[src/tuc_pkg.sv]
package tuc_pkg;

    // ----------------------------------------------------------------
    // Clock rate and delay figures.
    // ----------------------------------------------------------------
    localparam int unsigned CLK_MHZ = 200;
    localparam int unsigned START_DELAY_US = 4700;
    localparam int unsigned MIN_CYCLE_US = 14000;
    localparam int unsigned REWIND_STOP_US = 1000000;
    localparam int unsigned MARKER_PULSE_US = 10;
    localparam int unsigned GAP_WINDOW_US = 1000;
    localparam int unsigned START_DELAY_CYC = START_DELAY_US * CLK_MHZ;
    localparam int unsigned MIN_CYCLE_CYC = MIN_CYCLE_US * CLK_MHZ;
    localparam int unsigned REWIND_STOP_CYC = REWIND_STOP_US * CLK_MHZ;
    localparam int unsigned MARKER_PULSE_CYC = MARKER_PULSE_US * CLK_MHZ;
    localparam int unsigned GAP_WINDOW_CYC = GAP_WINDOW_US * CLK_MHZ;

    // ----------------------------------------------------------------
    // Widths and counter sizes.
    // ----------------------------------------------------------------
    localparam int unsigned UNIT_W = 3;
    localparam int unsigned TIMER_W = 28;
    localparam int unsigned PULSE_W = 12;

    // ----------------------------------------------------------------
    // Start command operation codes.
    // ----------------------------------------------------------------
    typedef enum logic [1:0] {
        OP_WRITE = 2'h0,
        OP_ERASE = 2'h1,
        OP_READ = 2'h2,
        OP_SCAN = 2'h3
    } tuc_op_t;

    // ----------------------------------------------------------------
    // Skip test selection codes.
    // ----------------------------------------------------------------
    typedef logic [3:0] tuc_skip_t;
    localparam tuc_skip_t SKIP_FILE_PROTECT = 4'h0;
    localparam tuc_skip_t SKIP_READY = 4'h1;
    localparam tuc_skip_t SKIP_LOAD_POINT = 4'h2;
    localparam tuc_skip_t SKIP_END_REEL = 4'h3;
    localparam tuc_skip_t SKIP_DENS_LOW = 4'h4;
    localparam tuc_skip_t SKIP_DENS_MID = 4'h5;
    localparam tuc_skip_t SKIP_DENS_HIGH = 4'h6;
    localparam tuc_skip_t SKIP_FILE_MARK = 4'h8;
    localparam tuc_skip_t SKIP_GAP = 4'h9;

    // ----------------------------------------------------------------
    // Motion sequencer states.
    // ----------------------------------------------------------------
    typedef enum logic [3:0] {
        ST_IDLE = 4'h1,
        ST_START = 4'h2,
        ST_RUN = 4'h4,
        ST_GAP = 4'h8
    } tuc_state_t;

endpackage

[src/tuc_timer_if.sv]
`timescale 1ns/1ps
interface tuc_timer_if;
    logic start;
    logic busy;
    logic done;
    modport timer (input start, output busy, output done);
    modport user (output start, input busy, input done);
endinterface

[src/tuc_sync.sv]
`timescale 1ns/1ps
module tuc_sync #(
    parameter int WIDTH = 1
) (
    input wire logic clk_sys,
    input wire logic reset,
    input wire logic [WIDTH-1:0] raw,
    output logic [WIDTH-1:0] synced
);
    logic [WIDTH-1:0] stage;

    always_ff @(posedge clk_sys)
    begin
        if (reset)
        begin
            stage <= '0;
            synced <= '0;
        end
        else
        begin
            stage <= raw;
            synced <= stage;
        end
    end
endmodule // tuc_sync

[src/tuc_timer.sv]
`timescale 1ns/1ps
module tuc_timer #(
    parameter int WIDTH = 28,
    parameter logic [WIDTH-1:0] COUNT = 1
) (
    input wire logic clk_sys,
    input wire logic reset,
    tuc_timer_if.timer tmr
);
    logic [WIDTH-1:0] count;

    // Retriggerable: a start reloads the full count.
    always_ff @(posedge clk_sys)
    begin
        if (reset)
            count <= '0;
        else if (tmr.start)
            count <= COUNT;
        else if (count != '0)
            count <= count - WIDTH'(1);
    end

    assign tmr.busy = (count != '0);
    assign tmr.done = (count == WIDTH'(1)) && !tmr.start;
endmodule // tuc_timer

[src/tuc_top.sv]
`timescale 1ns/1ps
module tuc_top #(
    parameter int NUM_UNITS = 8,
    parameter int unsigned START_DELAY_CYCLES = tuc_pkg::START_DELAY_CYC,
    parameter int unsigned MIN_CYCLE_CYCLES = tuc_pkg::MIN_CYCLE_CYC,
    parameter int unsigned REWIND_STOP_CYCLES = tuc_pkg::REWIND_STOP_CYC,
    parameter int unsigned GAP_WINDOW_CYCLES = tuc_pkg::GAP_WINDOW_CYC
) (
    input wire logic clk_sys,
    input wire logic reset,
    input wire logic [NUM_UNITS-1:0] loadMarker,
    input wire logic [NUM_UNITS-1:0] endMarker,
    input wire logic [NUM_UNITS-1:0] transportReady,
    input wire logic [NUM_UNITS-1:0] autoMode,
    input wire logic [NUM_UNITS-1:0] fileProtect,
    input wire logic [NUM_UNITS-1:0][tuc_pkg::UNIT_W-1:0] unitSwitch,
    input wire logic [NUM_UNITS-1:0][2:0] densitySwitch,
    input wire logic testSwitch,
    input wire logic writeCharClock,
    input wire logic startCmd,
    input wire tuc_pkg::tuc_op_t startOp,
    input wire logic startBcd,
    input wire logic [tuc_pkg::UNIT_W-1:0] startUnit,
    input wire logic rewindCmd,
    input wire logic [tuc_pkg::UNIT_W-1:0] rewindUnit,
    input wire logic haltRequest,
    input wire logic continueCmd,
    input wire logic gapDetect,
    input wire logic notFileMark,
    input wire logic skipCmd,
    input wire tuc_pkg::tuc_skip_t skipCode,
    input wire logic [tuc_pkg::UNIT_W-1:0] skipUnit,
    output logic skipTestLine,
    output logic [NUM_UNITS-1:0] loadPoint,
    output logic [NUM_UNITS-1:0] endOfReel,
    output logic [NUM_UNITS-1:0] loadPointInterrupt,
    output logic [NUM_UNITS-1:0] endReelInterrupt,
    output logic [NUM_UNITS-1:0] unitSelect,
    output logic [NUM_UNITS-1:0] rewinding,
    output logic [NUM_UNITS-1:0] unitReady,
    output logic [NUM_UNITS-1:0] forwardActuate,
    output logic [NUM_UNITS-1:0] reverseActuate,
    output logic densityLowOut,
    output logic densityMidOut,
    output logic densityHighOut,
    output logic forwardRun,
    output logic bcdMode,
    output logic oddParity,
    output logic writeEnable,
    output logic startDelayBusy,
    output logic minCycleBusy,
    output logic haltSignal,
    output logic syncFlag,
    output logic writeClockDetect,
    output logic loadPointInhibit,
    output logic fileMarkFlag
);
    import tuc_pkg::*;

    // ----------------------------------------------------------------
    // Pin synchronisers.
    // ----------------------------------------------------------------
    localparam int PIN_W = NUM_UNITS * (5 + UNIT_W + 3) + 2;

    logic [PIN_W-1:0] pinRaw;
    logic [PIN_W-1:0] pinSync;
    logic [NUM_UNITS-1:0] lmS;
    logic [NUM_UNITS-1:0] emS;
    logic [NUM_UNITS-1:0] rdyS;
    logic [NUM_UNITS-1:0] autoS;
    logic [NUM_UNITS-1:0] fpS;
    logic [NUM_UNITS-1:0][UNIT_W-1:0] uswS;
    logic [NUM_UNITS-1:0][2:0] densS;
    logic testS;
    logic wclkS;

    assign pinRaw = {testSwitch, writeCharClock, loadMarker, endMarker, transportReady,
                     autoMode, fileProtect, unitSwitch, densitySwitch};
    assign {testS, wclkS, lmS, emS, rdyS, autoS, fpS, uswS, densS} = pinSync;

    tuc_sync #(.WIDTH(PIN_W)) uPinSync (
        .clk_sys(clk_sys),
        .reset(reset),
        .raw(pinRaw),
        .synced(pinSync)
    );

    // ----------------------------------------------------------------
    // Shared control timers.
    // ----------------------------------------------------------------
    tuc_timer_if startDelayIf ();
    tuc_timer_if minCycleIf ();
    tuc_timer_if gapWindowIf ();

    tuc_timer #(.WIDTH(TIMER_W), .COUNT(TIMER_W'(START_DELAY_CYCLES))) uStartDelay (
        .clk_sys(clk_sys),
        .reset(reset),
        .tmr(startDelayIf)
    );
    tuc_timer #(.WIDTH(TIMER_W), .COUNT(TIMER_W'(MIN_CYCLE_CYCLES))) uMinCycle (
        .clk_sys(clk_sys),
        .reset(reset),
        .tmr(minCycleIf)
    );
    tuc_timer #(.WIDTH(TIMER_W), .COUNT(TIMER_W'(GAP_WINDOW_CYCLES))) uGapWindow (
        .clk_sys(clk_sys),
        .reset(reset),
        .tmr(gapWindowIf)
    );

    // ----------------------------------------------------------------
    // Command decoding.
    // ----------------------------------------------------------------
    tuc_state_t state;
    tuc_state_t next_state;
    tuc_op_t opReg;
    logic continued;
    logic wclkPrev;
    logic stopPulse;
    logic gapTimeout;
    logic startFromRest;
    logic isWriteOp;
    logic wclkRise;
    logic anySelected;
    logic [NUM_UNITS-1:0] startAtLoadPoint;
    logic [NUM_UNITS-1:0] unitSkip;
    logic [NUM_UNITS-1:0] densLowU;
    logic [NUM_UNITS-1:0] densMidU;
    logic [NUM_UNITS-1:0] densHighU;
    logic skipAnswer;

    assign startFromRest = startCmd && !forwardRun;
    assign isWriteOp = (opReg == OP_WRITE) || (opReg == OP_ERASE);
    assign wclkRise = wclkS && !wclkPrev;
    assign anySelected = |unitSelect;
    assign gapTimeout = (state == ST_GAP) && gapWindowIf.done && !continueCmd;
    assign stopPulse = haltSignal || gapTimeout;

    assign startDelayIf.start = startFromRest;
    assign minCycleIf.start = startFromRest;
    assign gapWindowIf.start = (state == ST_RUN) && gapDetect;
    assign startDelayBusy = startDelayIf.busy;
    assign minCycleBusy = minCycleIf.busy;

    assign haltSignal = haltRequest && forwardRun && !startDelayIf.busy && !minCycleIf.busy
                        && !gapWindowIf.busy;

    assign writeEnable = forwardRun && isWriteOp && anySelected && !testS;
    assign oddParity = !bcdMode;

    // ----------------------------------------------------------------
    // Per-unit logic.
    // ----------------------------------------------------------------
    genvar gi;
    generate
        for (gi = 0; gi < NUM_UNITS; gi++)
        begin : gUnit
            logic emPrev;
            logic addrStart;
            logic addrRewind;
            logic addrSkip;
            logic rwStopStart;
            logic eorEncounter;
            logic eorDetect;
            logic nextLoadPoint;
            logic nextEndReel;
            logic skipSel;
            tuc_timer_if rwStopIf ();
            tuc_timer_if markerIf ();

            tuc_timer #(.WIDTH(TIMER_W), .COUNT(TIMER_W'(REWIND_STOP_CYCLES))) uRewindStop (
                .clk_sys(clk_sys),
                .reset(reset),
                .tmr(rwStopIf)
            );
            tuc_timer #(.WIDTH(PULSE_W), .COUNT(PULSE_W'(MARKER_PULSE_CYC))) uMarkerPulse (
                .clk_sys(clk_sys),
                .reset(reset),
                .tmr(markerIf)
            );

            assign addrStart = startFromRest && (startUnit == uswS[gi]);
            assign addrRewind = rewindCmd && (rewindUnit == uswS[gi]);
            assign addrSkip = skipCmd && (skipUnit == uswS[gi]);
            assign unitReady[gi] = !unitSelect[gi] && !rewinding[gi] && !rwStopIf.busy
                                   && rdyS[gi];
            assign rwStopStart = rewinding[gi] && lmS[gi];
            assign rwStopIf.start = rwStopStart;
            assign eorEncounter = autoS[gi] && emS[gi] && !emPrev;
            assign eorDetect = eorEncounter && ((unitSelect[gi] && forwardRun) || rewinding[gi]);
            assign markerIf.start = (autoS[gi] && rwStopIf.done) || eorDetect;
            assign startAtLoadPoint[gi] = addrStart && unitReady[gi] && lmS[gi];

            assign nextLoadPoint = !autoS[gi] ? lmS[gi] :
                                   !lmS[gi] ? 1'b0 :
                                   (loadPoint[gi] || markerIf.busy);

            assign nextEndReel = !autoS[gi] ? (emS[gi] ? 1'b1 :
                                 ((!rdyS[gi] && !unitSelect[gi]) ? 1'b0 : endOfReel[gi])) :
                                 emS[gi] ? 1'b1 :
                                 (rewinding[gi] && emPrev) ? 1'b0 : endOfReel[gi];

            assign forwardActuate[gi] = unitSelect[gi] && forwardRun && !testS;
            assign reverseActuate[gi] = rewinding[gi] && !testS;

            assign densLowU[gi] = densS[gi][0] && unitSelect[gi];
            assign densMidU[gi] = densS[gi][1] && unitSelect[gi];
            assign densHighU[gi] = densS[gi][2] && unitSelect[gi];

            assign skipSel = (skipCode == SKIP_FILE_PROTECT) ? fpS[gi] :
                             (skipCode == SKIP_READY) ? unitReady[gi] :
                             (skipCode == SKIP_LOAD_POINT) ? loadPoint[gi] :
                             (skipCode == SKIP_END_REEL) ? endOfReel[gi] :
                             (skipCode == SKIP_DENS_LOW) ? densS[gi][0] :
                             (skipCode == SKIP_DENS_MID) ? densS[gi][1] :
                             (skipCode == SKIP_DENS_HIGH) ? densS[gi][2] : 1'b0;
            assign unitSkip[gi] = addrSkip && skipSel;

            always_ff @(posedge clk_sys)
            begin
                if (reset)
                begin
                    emPrev <= 1'b0;
                    loadPoint[gi] <= 1'b0;
                    endOfReel[gi] <= 1'b0;
                    unitSelect[gi] <= 1'b0;
                    rewinding[gi] <= 1'b0;
                    loadPointInterrupt[gi] <= 1'b0;
                    endReelInterrupt[gi] <= 1'b0;
                end
                else
                begin
                    emPrev <= emS[gi];
                    loadPoint[gi] <= nextLoadPoint;
                    endOfReel[gi] <= nextEndReel;
                    loadPointInterrupt[gi] <= autoS[gi] && rwStopIf.done;
                    endReelInterrupt[gi] <= eorDetect;
                    if (addrStart && unitReady[gi])
                        unitSelect[gi] <= 1'b1;
                    else if (stopPulse)
                        unitSelect[gi] <= 1'b0;
                    if (addrRewind && unitReady[gi] && !lmS[gi])
                        rewinding[gi] <= 1'b1;
                    else if (rwStopStart)
                        rewinding[gi] <= 1'b0;
                end
            end
        end
    endgenerate

    // ----------------------------------------------------------------
    // Control unit outputs and skip line.
    // ----------------------------------------------------------------
    assign densityLowOut = |densLowU;
    assign densityMidOut = |densMidU;
    assign densityHighOut = |densHighU;

    assign skipAnswer = (|unitSkip)
                        || (skipCmd && (skipCode == SKIP_FILE_MARK) && fileMarkFlag)
                        || (skipCmd && (skipCode == SKIP_GAP) && (state == ST_GAP)
                            && !continued);

    always_ff @(posedge clk_sys)
    begin
        if (reset)
            skipTestLine <= 1'b0;
        else
            skipTestLine <= skipAnswer;
    end

    // ----------------------------------------------------------------
    // Motion sequencer.
    // ----------------------------------------------------------------
    always_comb
    begin
        next_state = state;
        case (state)
            ST_IDLE:
                if (startFromRest)
                    next_state = ST_START;
            ST_START:
                if (haltSignal)
                    next_state = ST_IDLE;
                else if (startDelayIf.done)
                    next_state = ST_RUN;
            ST_RUN:
                if (haltSignal)
                    next_state = ST_IDLE;
                else if (gapDetect)
                    next_state = ST_GAP;
            ST_GAP:
                if (continueCmd)
                    next_state = ST_RUN;
                else if (stopPulse)
                    next_state = ST_IDLE;
            default:
                next_state = ST_IDLE;
        endcase
    end

    always_ff @(posedge clk_sys)
    begin
        if (reset)
            state <= ST_IDLE;
        else
            state <= next_state;
    end

    // ----------------------------------------------------------------
    // Operation flags.
    // ----------------------------------------------------------------
    always_ff @(posedge clk_sys)
    begin
        if (reset)
        begin
            forwardRun <= 1'b0;
            bcdMode <= 1'b0;
            opReg <= OP_READ;
        end
        else if (startFromRest)
        begin
            forwardRun <= 1'b1;
            bcdMode <= startBcd;
            opReg <= startOp;
        end
        else if (stopPulse)
            forwardRun <= 1'b0;
    end

    always_ff @(posedge clk_sys)
    begin
        if (reset)
            fileMarkFlag <= 1'b0;
        else if (startCmd || continueCmd)
            fileMarkFlag <= 1'b1;
        else if (notFileMark)
            fileMarkFlag <= 1'b0;
    end

    always_ff @(posedge clk_sys)
    begin
        if (reset)
            continued <= 1'b0;
        else if (continueCmd)
            continued <= 1'b1;
        else if (gapWindowIf.start)
            continued <= 1'b0;
    end

    // ----------------------------------------------------------------
    // Write clock alignment and load-point inhibit.
    // ----------------------------------------------------------------
    always_ff @(posedge clk_sys)
    begin
        if (reset)
        begin
            wclkPrev <= 1'b0;
            syncFlag <= 1'b0;
            writeClockDetect <= 1'b0;
        end
        else
        begin
            wclkPrev <= wclkS;
            writeClockDetect <= syncFlag && wclkRise && isWriteOp && forwardRun;
            if (startCmd || stopPulse)
                syncFlag <= 1'b0;
            else if (forwardRun && isWriteOp && !startDelayIf.busy && wclkRise)
                syncFlag <= 1'b1;
        end
    end

    always_ff @(posedge clk_sys)
    begin
        if (reset)
            loadPointInhibit <= 1'b0;
        else if (startFromRest && (startOp == OP_READ) && (|startAtLoadPoint))
            loadPointInhibit <= 1'b1;
        else if (stopPulse)
            loadPointInhibit <= 1'b0;
    end

endmodule // tuc_top

[config.mk]
export PLATFORM = sky130hd
export DESIGN_NAME = tuc_top
export DESIGN_NICKNAME = d
export VERILOG_FILES = /design/src/tuc_pkg.sv /design/src/tuc_timer_if.sv /design/src/tuc_sync.sv /design/src/tuc_timer.sv /design/src/tuc_top.sv
export SDC_FILE = /design/constraint.sdc
export NUM_CORES = 1
export LEC_CHECK = 0
export ABC_AREA = 1
export BUFFER_PORTS_ARGS = -buffer_cell sky130_fd_sc_hd__buf_2
export CORE_MARGIN = 4
export CORE_UTILIZATION = 55
export DETAILED_ROUTE_END_ITERATION = 8
export GPL_TIMING_DRIVEN = 0
export PLACE_DENSITY = 0.7
export SLEW_MARGIN = 5
export SYNTH_ARGS = -nofsm -noshare
export SYNTH_HDL_FRONTEND = slang
export SYNTH_HIERARCHICAL = 1
export SYNTH_SLANG_ARGS = --single-unit
[constraint.sdc]
create_clock -name clk_sys -period 2.9 [get_ports clk_sys]
set_input_delay 0.145 -clock clk_sys [delete_from_list [all_inputs] [get_ports clk_sys]]
set_output_delay 0.145 -clock clk_sys [all_outputs]
set_load 0.01 [all_outputs]
Word-level counts from Yosys, hierarchy flattened
Index checks and enable logic that the tools add are counted.
{"block": "word_totals", "ff_bits": 655, "inputBits": 115, "out_inout_bits": 87, "wordCells": 800}
{"block": "op_classes", "add_sub_neg": 19, "n_eq_ne": 60, "muxes": 189, "reduce_logical": 425}
{"cell": "28-bit 2-to-1 mux", "n": 16}
{"cell": "28-bit nonzero test", "n": 11}
{"cell": "28-bit by 1-bit subtractor with 28-bit output, second input constant", "n": 11}
{"cell": "28-bit by 1-bit == test with 1-bit output, second input constant", "n": 10}
{"cell": "1-bit logical AND", "n": 226}
{"cell": "11-bit 2-to-1 mux", "n": 16}
{"cell": "1-bit 2-to-1 mux", "n": 143}
{"cell": "12-bit nonzero test", "n": 8}
{"cell": "12-bit by 1-bit subtractor with 12-bit output, second input constant", "n": 8}
{"cell": "2-bit nonzero test", "n": 39}
{"cell": "3-bit == test", "n": 24}
{"cell": "1-bit logical NOT", "n": 67}
{"cell": "8-bit OR reduction", "n": 6}
{"cell": "22-bit 2-to-1 mux", "n": 2}
{"cell": "20-bit 2-to-1 mux", "n": 2}
{"cell": "2-bit OR reduction", "n": 19}
{"cell": "18-bit 2-to-1 mux", "n": 2}
{"cell": "1-bit logical OR", "n": 30}
{"cell": "4-bit 2-to-1 mux", "n": 7}
{"cell": "3-bit by 2-bit inequality test with 1-bit output, second input constant", "n": 8}
{"cell": "3-bit nonzero test", "n": 8}
{"cell": "4-bit by 3-bit == test with 1-bit output, second input constant", "n": 4}
{"cell": "4-bit one-hot mux with 4 select lines", "n": 1}
{"cell": "2-bit AND reduction", "n": 8}
{"cell": "other kinds (10)", "n": 17}

Longest topological paths before layout
Gate-level depths: netlist of run 1.
{"block": "logic_depth", "depth_word": 12, "depth_mapped": 17, "mapped_depth_nobuf": 16}

Hierarchy
Netlist of run 1, hierarchy kept.
{"module": "tuc_timer (gUnit[1].uRewindStop ...)", "instances": 7, "cells_each": 264, "area_each_um2": 1790.5, "seq_area_each_um2": 560.5}
{"module": "tuc_timer (gUnit[0].uMarkerPulse ...)", "instances": 8, "cells_each": 112, "area_each_um2": 709.4, "seq_area_each_um2": 240.2}
{"module": "tuc_sync", "instances": 1, "cells_each": 560, "area_each_um2": 5126.2, "seq_area_each_um2": 3603.5}
{"module": "tuc_top", "instances": 1, "cells_each": 728, "area_each_um2": 4586.9, "seq_area_each_um2": 1401.3}
{"module": "tuc_timer (uGapWindow)", "instances": 1, "cells_each": 299, "area_each_um2": 1840.5, "seq_area_each_um2": 560.5}
{"module": "tuc_timer (uMinCycle)", "instances": 1, "cells_each": 288, "area_each_um2": 1779.2, "seq_area_each_um2": 560.5}
{"module": "tuc_timer (uStartDelay)", "instances": 1, "cells_each": 291, "area_each_um2": 1756.7, "seq_area_each_um2": 560.5}
{"module": "tuc_timer (gUnit[0].uRewindStop)", "instances": 1, "cells_each": 256, "area_each_um2": 1749.2, "seq_area_each_um2": 560.5}

Worst setup path after synthesis of run 1
Ideal clock, no wire load.
{"block": "synth_timing", "kind": "reg-to-reg", "start": "reg uGapWindow.count[0]", "end": "reg state[2]", "setup_ps": 70, "arrival_time_ps": 2085, "t_required_ps": 2830, "slack_ps": 744, "stages_incl_launch_ff": 18, "n_path_buf": 1, "period_less_slack_ps": 2156, "path_cell_list": "dfxtp_1 > inv_1 > ha_1 > inv_1 > nor2_2 > nand2_2 > nor2_4 > nand2_4 > buf_6 > nor3_1 > nand3_1 > inv_1 > nor2_1 > nand2_1 > nand3_1 > nor2_2 > nand2_1 > a21oi_1"}
{"block": "synth_via", "elab_cells_between_ends": 15, "classes_between": "eq/ne (4); mux (3); reduce/logical (8)"}
{"item": "from (decl)", "line": "tuc_timer.sv:10", "text": "logic [WIDTH-1:0] count;"}
{"item": "from (signal assigned)", "line": "tuc_timer.sv:20", "text": "count <= count - WIDTH'(1);"}
{"item": "28-bit nonzero test (*)", "line": "tuc_timer.sv:23", "text": "assign tmr.busy = (count != '0);"}
{"item": "named net gapWindowIf.busy", "line": "tuc_timer_if.sv:4", "text": "logic busy;"}
{"item": "1-bit logical NOT (*)", "line": "tuc_top.sv:146", "text": "&& !gapWindowIf.busy;"}
{"item": "1-bit logical AND (*)", "line": "tuc_top.sv:146"}
{"item": "named net haltSignal", "line": "tuc_top.sv:52", "text": "output logic haltSignal,"}
{"item": "1-bit logical OR", "line": "tuc_top.sv:137", "text": "assign stopPulse = haltSignal || gapTimeout;"}
{"item": "3-bit inequality test (no line)"}
{"item": "4-bit AND reduction (no line)"}
{"item": "to (signal assigned)", "line": "tuc_top.sv:306", "text": "state <= next_state;"}
{"item": "to (decl)", "line": "tuc_top.sv:114", "text": "tuc_state_t state;"}
Mark *: on every way through the listed nets, which the timed path passes. The rest lies on a longest branch.
A chain may end at the register's enable or synchronous reset.

Worst setup path after layout of run 1
{"block": "layout_timing", "start": "reg gUnit[4].uRewindStop.count[0]", "end": "out unitReady[4]"}
{"block": "layout_via", "elab_chain_len": 4}
{"item": "from (decl)", "line": "tuc_timer.sv:10"}
{"item": "from (signal assigned)", "line": "tuc_timer.sv:20"}
{"item": "28-bit nonzero test", "line": "tuc_timer.sv:23"}
{"item": "named net gUnit[4].rwStopIf.busy", "line": "tuc_timer_if.sv:4"}
{"item": "1-bit logical NOT", "line": "tuc_top.sv:185", "text": "assign unitReady[gi] = !unitSelect[gi] && !rewinding[gi] && !rwStopIf.busy"}
{"item": "1-bit logical AND", "line": "tuc_top.sv:185"}
{"item": "1-bit logical AND", "line": "tuc_top.sv:186", "text": "&& rdyS[gi];"}
{"item": "to (decl)", "line": "tuc_top.sv:40", "text": "output logic [NUM_UNITS-1:0] unitReady,"}
The timed path passes the listed nets, and every way through them passes these cells.

==> flow_summary.toml, run 1 <==
[min_path]
min_path_type = "primary input to register"

[sta]
maxSlewViolCount = 0
rsz0062_at_grt = "false"
worst_pin_slew_ns = 0.941
hold_violations = 0
setup_viol = 0
fin_skew_ns = 0.0191
fin_crit_sh_pct = 97.3
min_period_ns = 2.82
max_freq_mhz = 354
slew_headroom_pct = 37.3
setup_tns_ns = 0

[worst_setup_path]
startpoint_type = "register"
cp-end-kind = "primary output"
critical_path_arrival_ns = 2.68
worstSetupPathType = "register to primary output"
critical_path_peak_fanout = 6
crit_required_ns = 2.76

[clock_network]
numClockSinks = 654
cts_setup_buffers = 0
cts_max_path_buffers = 3
h-tree-depth = 3
cts-buffers-inserted = 74
clk_latency_ns = 0.63
cts_tree = "built"
cts.reportedPaths.clkPinSlew_ns = 0.06
root_buffer = "clkbuf_16"

[global_routing]
grt_pass1_vias = 31200
antenna_found_initial = 11
grt_max_degree = 50
grt_pass1_wl_mm = 162
globalRouteOverflowTotal = 0
gr-usage-all-layers_pct = 29.6

[logic_synthesis]
synthesis.instances = 5139
avgSynthCellArea_um2 = 6.78
yosysWarnings = 6
syn_area_mm2 = 0.0348
syn_nets = 5294

[place]
numPlacedInstances = 6182
io_buffers = 196
place_congestion = 0.970
place_hpwl_mm = 77.2

[pwr]
p_leak_uw = 0.0193
ir_drop_mv = 0.672
p_per_area_mw_per_mm2 = 1150

[final_layout]
most-common-layout-cells = "1026 x nand2_1, 956 x nor2_1, 729 x inv_1, 654 x dfxtp_1, 388 x nand3_1"
drive_above_1_share_pct = 14.9
final_common_cell = "nand2_1"
n_fill_cell = 5846
syn_to_final_growth_pct = 16.6
fin_nets = 5671
stdcell_count = 6426

[drt]
drt-pass1-iter-count = 6
drc = 0
drtIter0Drc = 2711
viasPerCell = 5.20
dr_total_vias = 33400
ant_nets = 0
wl_per_cell_um = 15.9
drt-total-wl_mm = 102

[floorplan]
dieArea_mm2 = 0.0674
fp.dieW_um = 260
io_pins = 202
die_height_um = 260
core-area_mm2 = 0.0629
rows = 92
initial_core_util_pct = 55.4

[flow_run]
cap_violations = 0

[outcome]
outcome = "finished, final reports clean"
==> critical path, stage by stage, from the launching register on <==
cell	delay, ns
dfxtp_1	0.35
inv_2	0.14
ha_1	0.16
inv_1	0.08
nor4_1	0.34
nand3_1	0.28
nor2_1	0.19
nand3_1	0.20
inv_2	0.17
buf_2	0.15
==> state kept, by name (all words and copies together), names as in the netlist, 4 cells and up <==
| name | cells |
|---|---|
| loadPoint | 8 |
| gUnit.emPrev | 8 |
| uPinSync/synced | 90 |
| state | 4 |
| endOfReel | 8 |
| rewinding | 8 |
| gUnit.uMarkerPulse/count | 96 |
| unitSelect | 8 |
| endReelInterrupt | 8 |
| uMinCycle/count | 28 |
| gUnit.uRewindStop/count | 224 |
| uPinSync/stage | 90 |
| loadPointInterrupt | 8 |
| uStartDelay/count | 28 |
| uGapWindow/count | 28 |
==> path summary, 6_finish.rpt <==
check	startpoint	to	slack [ns]	cells past startpoint
worst min register to register	uPinSync/stage[6]	uPinSync/synced[6]	0.40	2
worst max-delay path	gUnit[4].uRewindStop/count[0]	unitReady[4]	0.08	9
worst max register to register	gUnit[4].uRewindStop/count[0]	loadPointInhibit	0.30	14
worst min-delay path	haltRequest	syncFlag	0.01	4
==> layout make-up <==
cell class                      instances  area [um2]  area share, %
Antenna cell                            5        12.5         0.0308
Buffer                                113         737           1.81
Clock buffer                           93        2030           5.01
Clock inverter                         42         597           1.47
Inverter                              778        2930           7.21
Multi-Input combinational cell       3594       18100           44.6
Sequential cell                       654       13100           32.2
Tap cell                              846        1060           2.61
Timing Repair Buffer                  301        2050           5.05
==> report_power, final <==
group / internal (uW) / switching, uW
Clock: 6020 / 4030
Combinational: 8260 / 15300
Sequential: 11000 / 2080
==> per-layer routing <==
layer / wire (um) / global-route usage, % / vias up
met1: 45300 / 39.6 / 15300
met5: 34 / 0 / -
met3: 7130 / 5.55 / 199
li1: - / - / 16900
met2: 46100 / 48.5 / 986
met4: 3490 / 9.79 / 4
==> through the flow <==
stage	power, uW	util [%]	setup WS, ns	hold slack, ns	cell area, um2
after floorplan	31700	-	0.744	0.214	34800
after global placement	36000	58.7	-0.693	0.345	36900
after detailed placement	36400	58.7	0.195	0.352	36900
after CTS	46700	64.6	0.00194	0.0000512	40600
after global routing	50700	64.6	0.00120	0.0471	40600
final	46800	64.6	0.0779	0.0102	40600
==> repair_timing <==
action / CTS / global route
hold endpoints to repair: 103 / 0
hold buffers: 104 / 0
setup endpoints to repair: 1 / 10
gates resized for setup: 1 / 9
pin swaps: 1 / 2
(Power assumes the default switching activity.)
==> inputs of run 2 (changes only) <==
--- a/config.mk
+++ b/config.mk
@@ -12,6 +12,7 @@
 export DETAILED_ROUTE_END_ITERATION = 8
 export GPL_TIMING_DRIVEN = 0
 export PLACE_DENSITY = 0.7
+export SETUP_SLACK_MARGIN = 0.3
 export SLEW_MARGIN = 5
 export SYNTH_ARGS = -nofsm -noshare
 export SYNTH_HDL_FRONTEND = slang
==> run 2 against run 1 <==
Critical path type unchanged; flip-flop and latch count did not move; critical endpoint is now writeEnable; register-to-register slack better by 0.20 ns; cell count increased by 0.31%; highest routed layer unchanged; setup slack improved by 0.27 ns; first-iteration DRC count up 0.96%.
==> flow_summary.toml, run 2 (synthesized netlist as in run 1, its figures left out) <==
[place]
numPlacedInstances = 6182
place_congestion = 0.970
place_hpwl_mm = 77.2
io_buffers = 196
place_ws_ns = 0.195

[pwr]
power_frac_comb_pct = 50.8
ir_drop_mv = 0.673
power.clock.fraction_pct = 21.3
swShare_pct = 45.9
seqPwrFrac_pct = 27.9
p_switching_uw = 21700
intPower_uw = 25600
p_per_area_mw_per_mm2 = 1150
p_leak_uw = 0.0195
power_uw = 47200

[sta]
worst_pin_slew_ns = 0.922
fin_skew_ns = 0.0219
fin_crit_sh_pct = 88.1
setup_viol = 0
hold_violations = 0
maxSlewViolCount = 0
fin_ws_ns = 0.344
min_period_ns = 2.56
max_freq_mhz = 391
slew_headroom_pct = 38.5
rsz0062_at_grt = "false"

[global_routing]
gr-usage-all-layers_pct = 29.6
antenna_found_initial = 11
grt_max_degree = 50
globalRouteOverflowTotal = 0
grt_pass1_wl_mm = 163
grt_pass1_vias = 31200

[clock_network]
cts_max_path_buffers = 3
cts.reportedPaths.clkPinSlew_ns = 0.06
cts-buffers-inserted = 74
cts_tree = "built"
numClockSinks = 654
clk_latency_ns = 0.63
h-tree-depth = 3
root_buffer = "clkbuf_16"

[drt]
drt-pass1-iter-count = 6
drt-total-wl_mm = 103
wl_met1_mm = 45.3
met3_length_mm = 7.46
ant_nets = 0
drtIter0Drc = 2737
viasPerCell = 5.18
drc = 0
wl_met2_mm = 46.6
dr_total_vias = 33400
topRoutingLayerUsed = "met5"
wl_per_cell_um = 15.9

[floorplan]
core-area_mm2 = 0.0629
io_pins = 202
rows = 92
fp.dieW_um = 260
initial_core_util_pct = 55.4
die_height_um = 260
dieArea_mm2 = 0.0674

[worst_setup_path]
startpoint_type = "register"
worstSetupPathType = "register to primary output"
critical_path_peak_fanout = 8
critical_path_arrival_ns = 2.41
crit_required_ns = 2.76
cp-end-kind = "primary output"

[min_path]
min_path_type = "primary input to register"

[final_layout]
most-common-layout-cells = "1023 x nand2_1, 947 x nor2_1, 717 x inv_1, 654 x dfxtp_1, 378 x nand3_1"
drive_above_1_share_pct = 15.9
top_register = "gUnit.uRewindStop/count"
syn_to_final_growth_pct = 17.6
largest_reg_flops = 224
stdcell_count = 6446
final_common_cell = "nand2_1"
fin_nets = 5689
reg.largest.list = "gUnit.uRewindStop/count: 224 flops, gUnit.uMarkerPulse/count: 96 flops"

[outcome]
outcome = "finished, final reports clean"

[flow_run]
cap_violations = 0
## run 2: final timing paths
kind              slack (ns)                   to                from  cells after the start
setup / recovery        0.34          writeEnable       unitSelect[3]                      4
hold / removal          0.04         rewinding[2]       rewindUnit[0]                      4
setup reg to reg        0.50             state[2]  uMinCycle/count[1]                     18
hold reg to reg         0.40  uPinSync/synced[59]  uPinSync/stage[59]                      2
## run 2: routing by layer
layer	GRT usage [%]	up-vias
met5	0	-
met4	9.79	4
met3	5.55	185
met2	48.6	968
met1	39.6	15300
li1	-	16900
## run 2: final cells by class
cell class                      instances  area (um2)
Inverter                              778        2930
Fill cell                            5787       21900
Sequential cell                       654       13100
Multi-Input combinational cell       3594       18300
Tap cell                              846        1060
Antenna cell                            7        17.5
Buffer                                113         748
Timing Repair Buffer                  319        2200
Clock inverter                         42         597
Clock buffer                           93        2030
## run 2: power by group through the flow
stage	clock network, uW	logic, uW	registers (uW)
final	10100	24000	13200
after global routing	10600	27200	13400
after CTS	10200	23500	13100
after detailed placement	0	23100	13200
after global placement	0	22800	13200
after floorplan	0	19000	12700
## run 2: critical path, cell delays in order (launching register included)
cell      delay (ns)
dfxtp_1         0.42
clkbuf_1        0.39
nor4_1          0.10
a311oi_1        0.61
buf_2           0.26
## run 2: what timing repair did
action / CTS / global route
buffers inserted: 2 / 16
setup endpoints to repair: 14 / 28
gates resized for setup: 24 / 48
endpoints found under the hold margin: 103 / 0
pin swaps: 7 / 9
hold buffers: 104 / 0
## run 2: per-stage QoR
| stage | utilization [%] | setup TNS, ns | area, um2 | hold WS (ns) |
|---|---|---|---|---|
| 3_3_place_gp | 58.7 | -65.79 | 36900 | 0.345 |
| 3_5_place_dp | 58.7 | 0 | 36900 | 0.352 |
| 5_1_grt | 65.2 | 0 | 41000 | 0.0650 |
| 4_1_cts | 64.7 | 0 | 40700 | 0.0000512 |
| 2_1_floorplan | - | 0 | 34800 | 0.214 |
| 6_report | 65.2 | 0 | 41000 | 0.0420 |
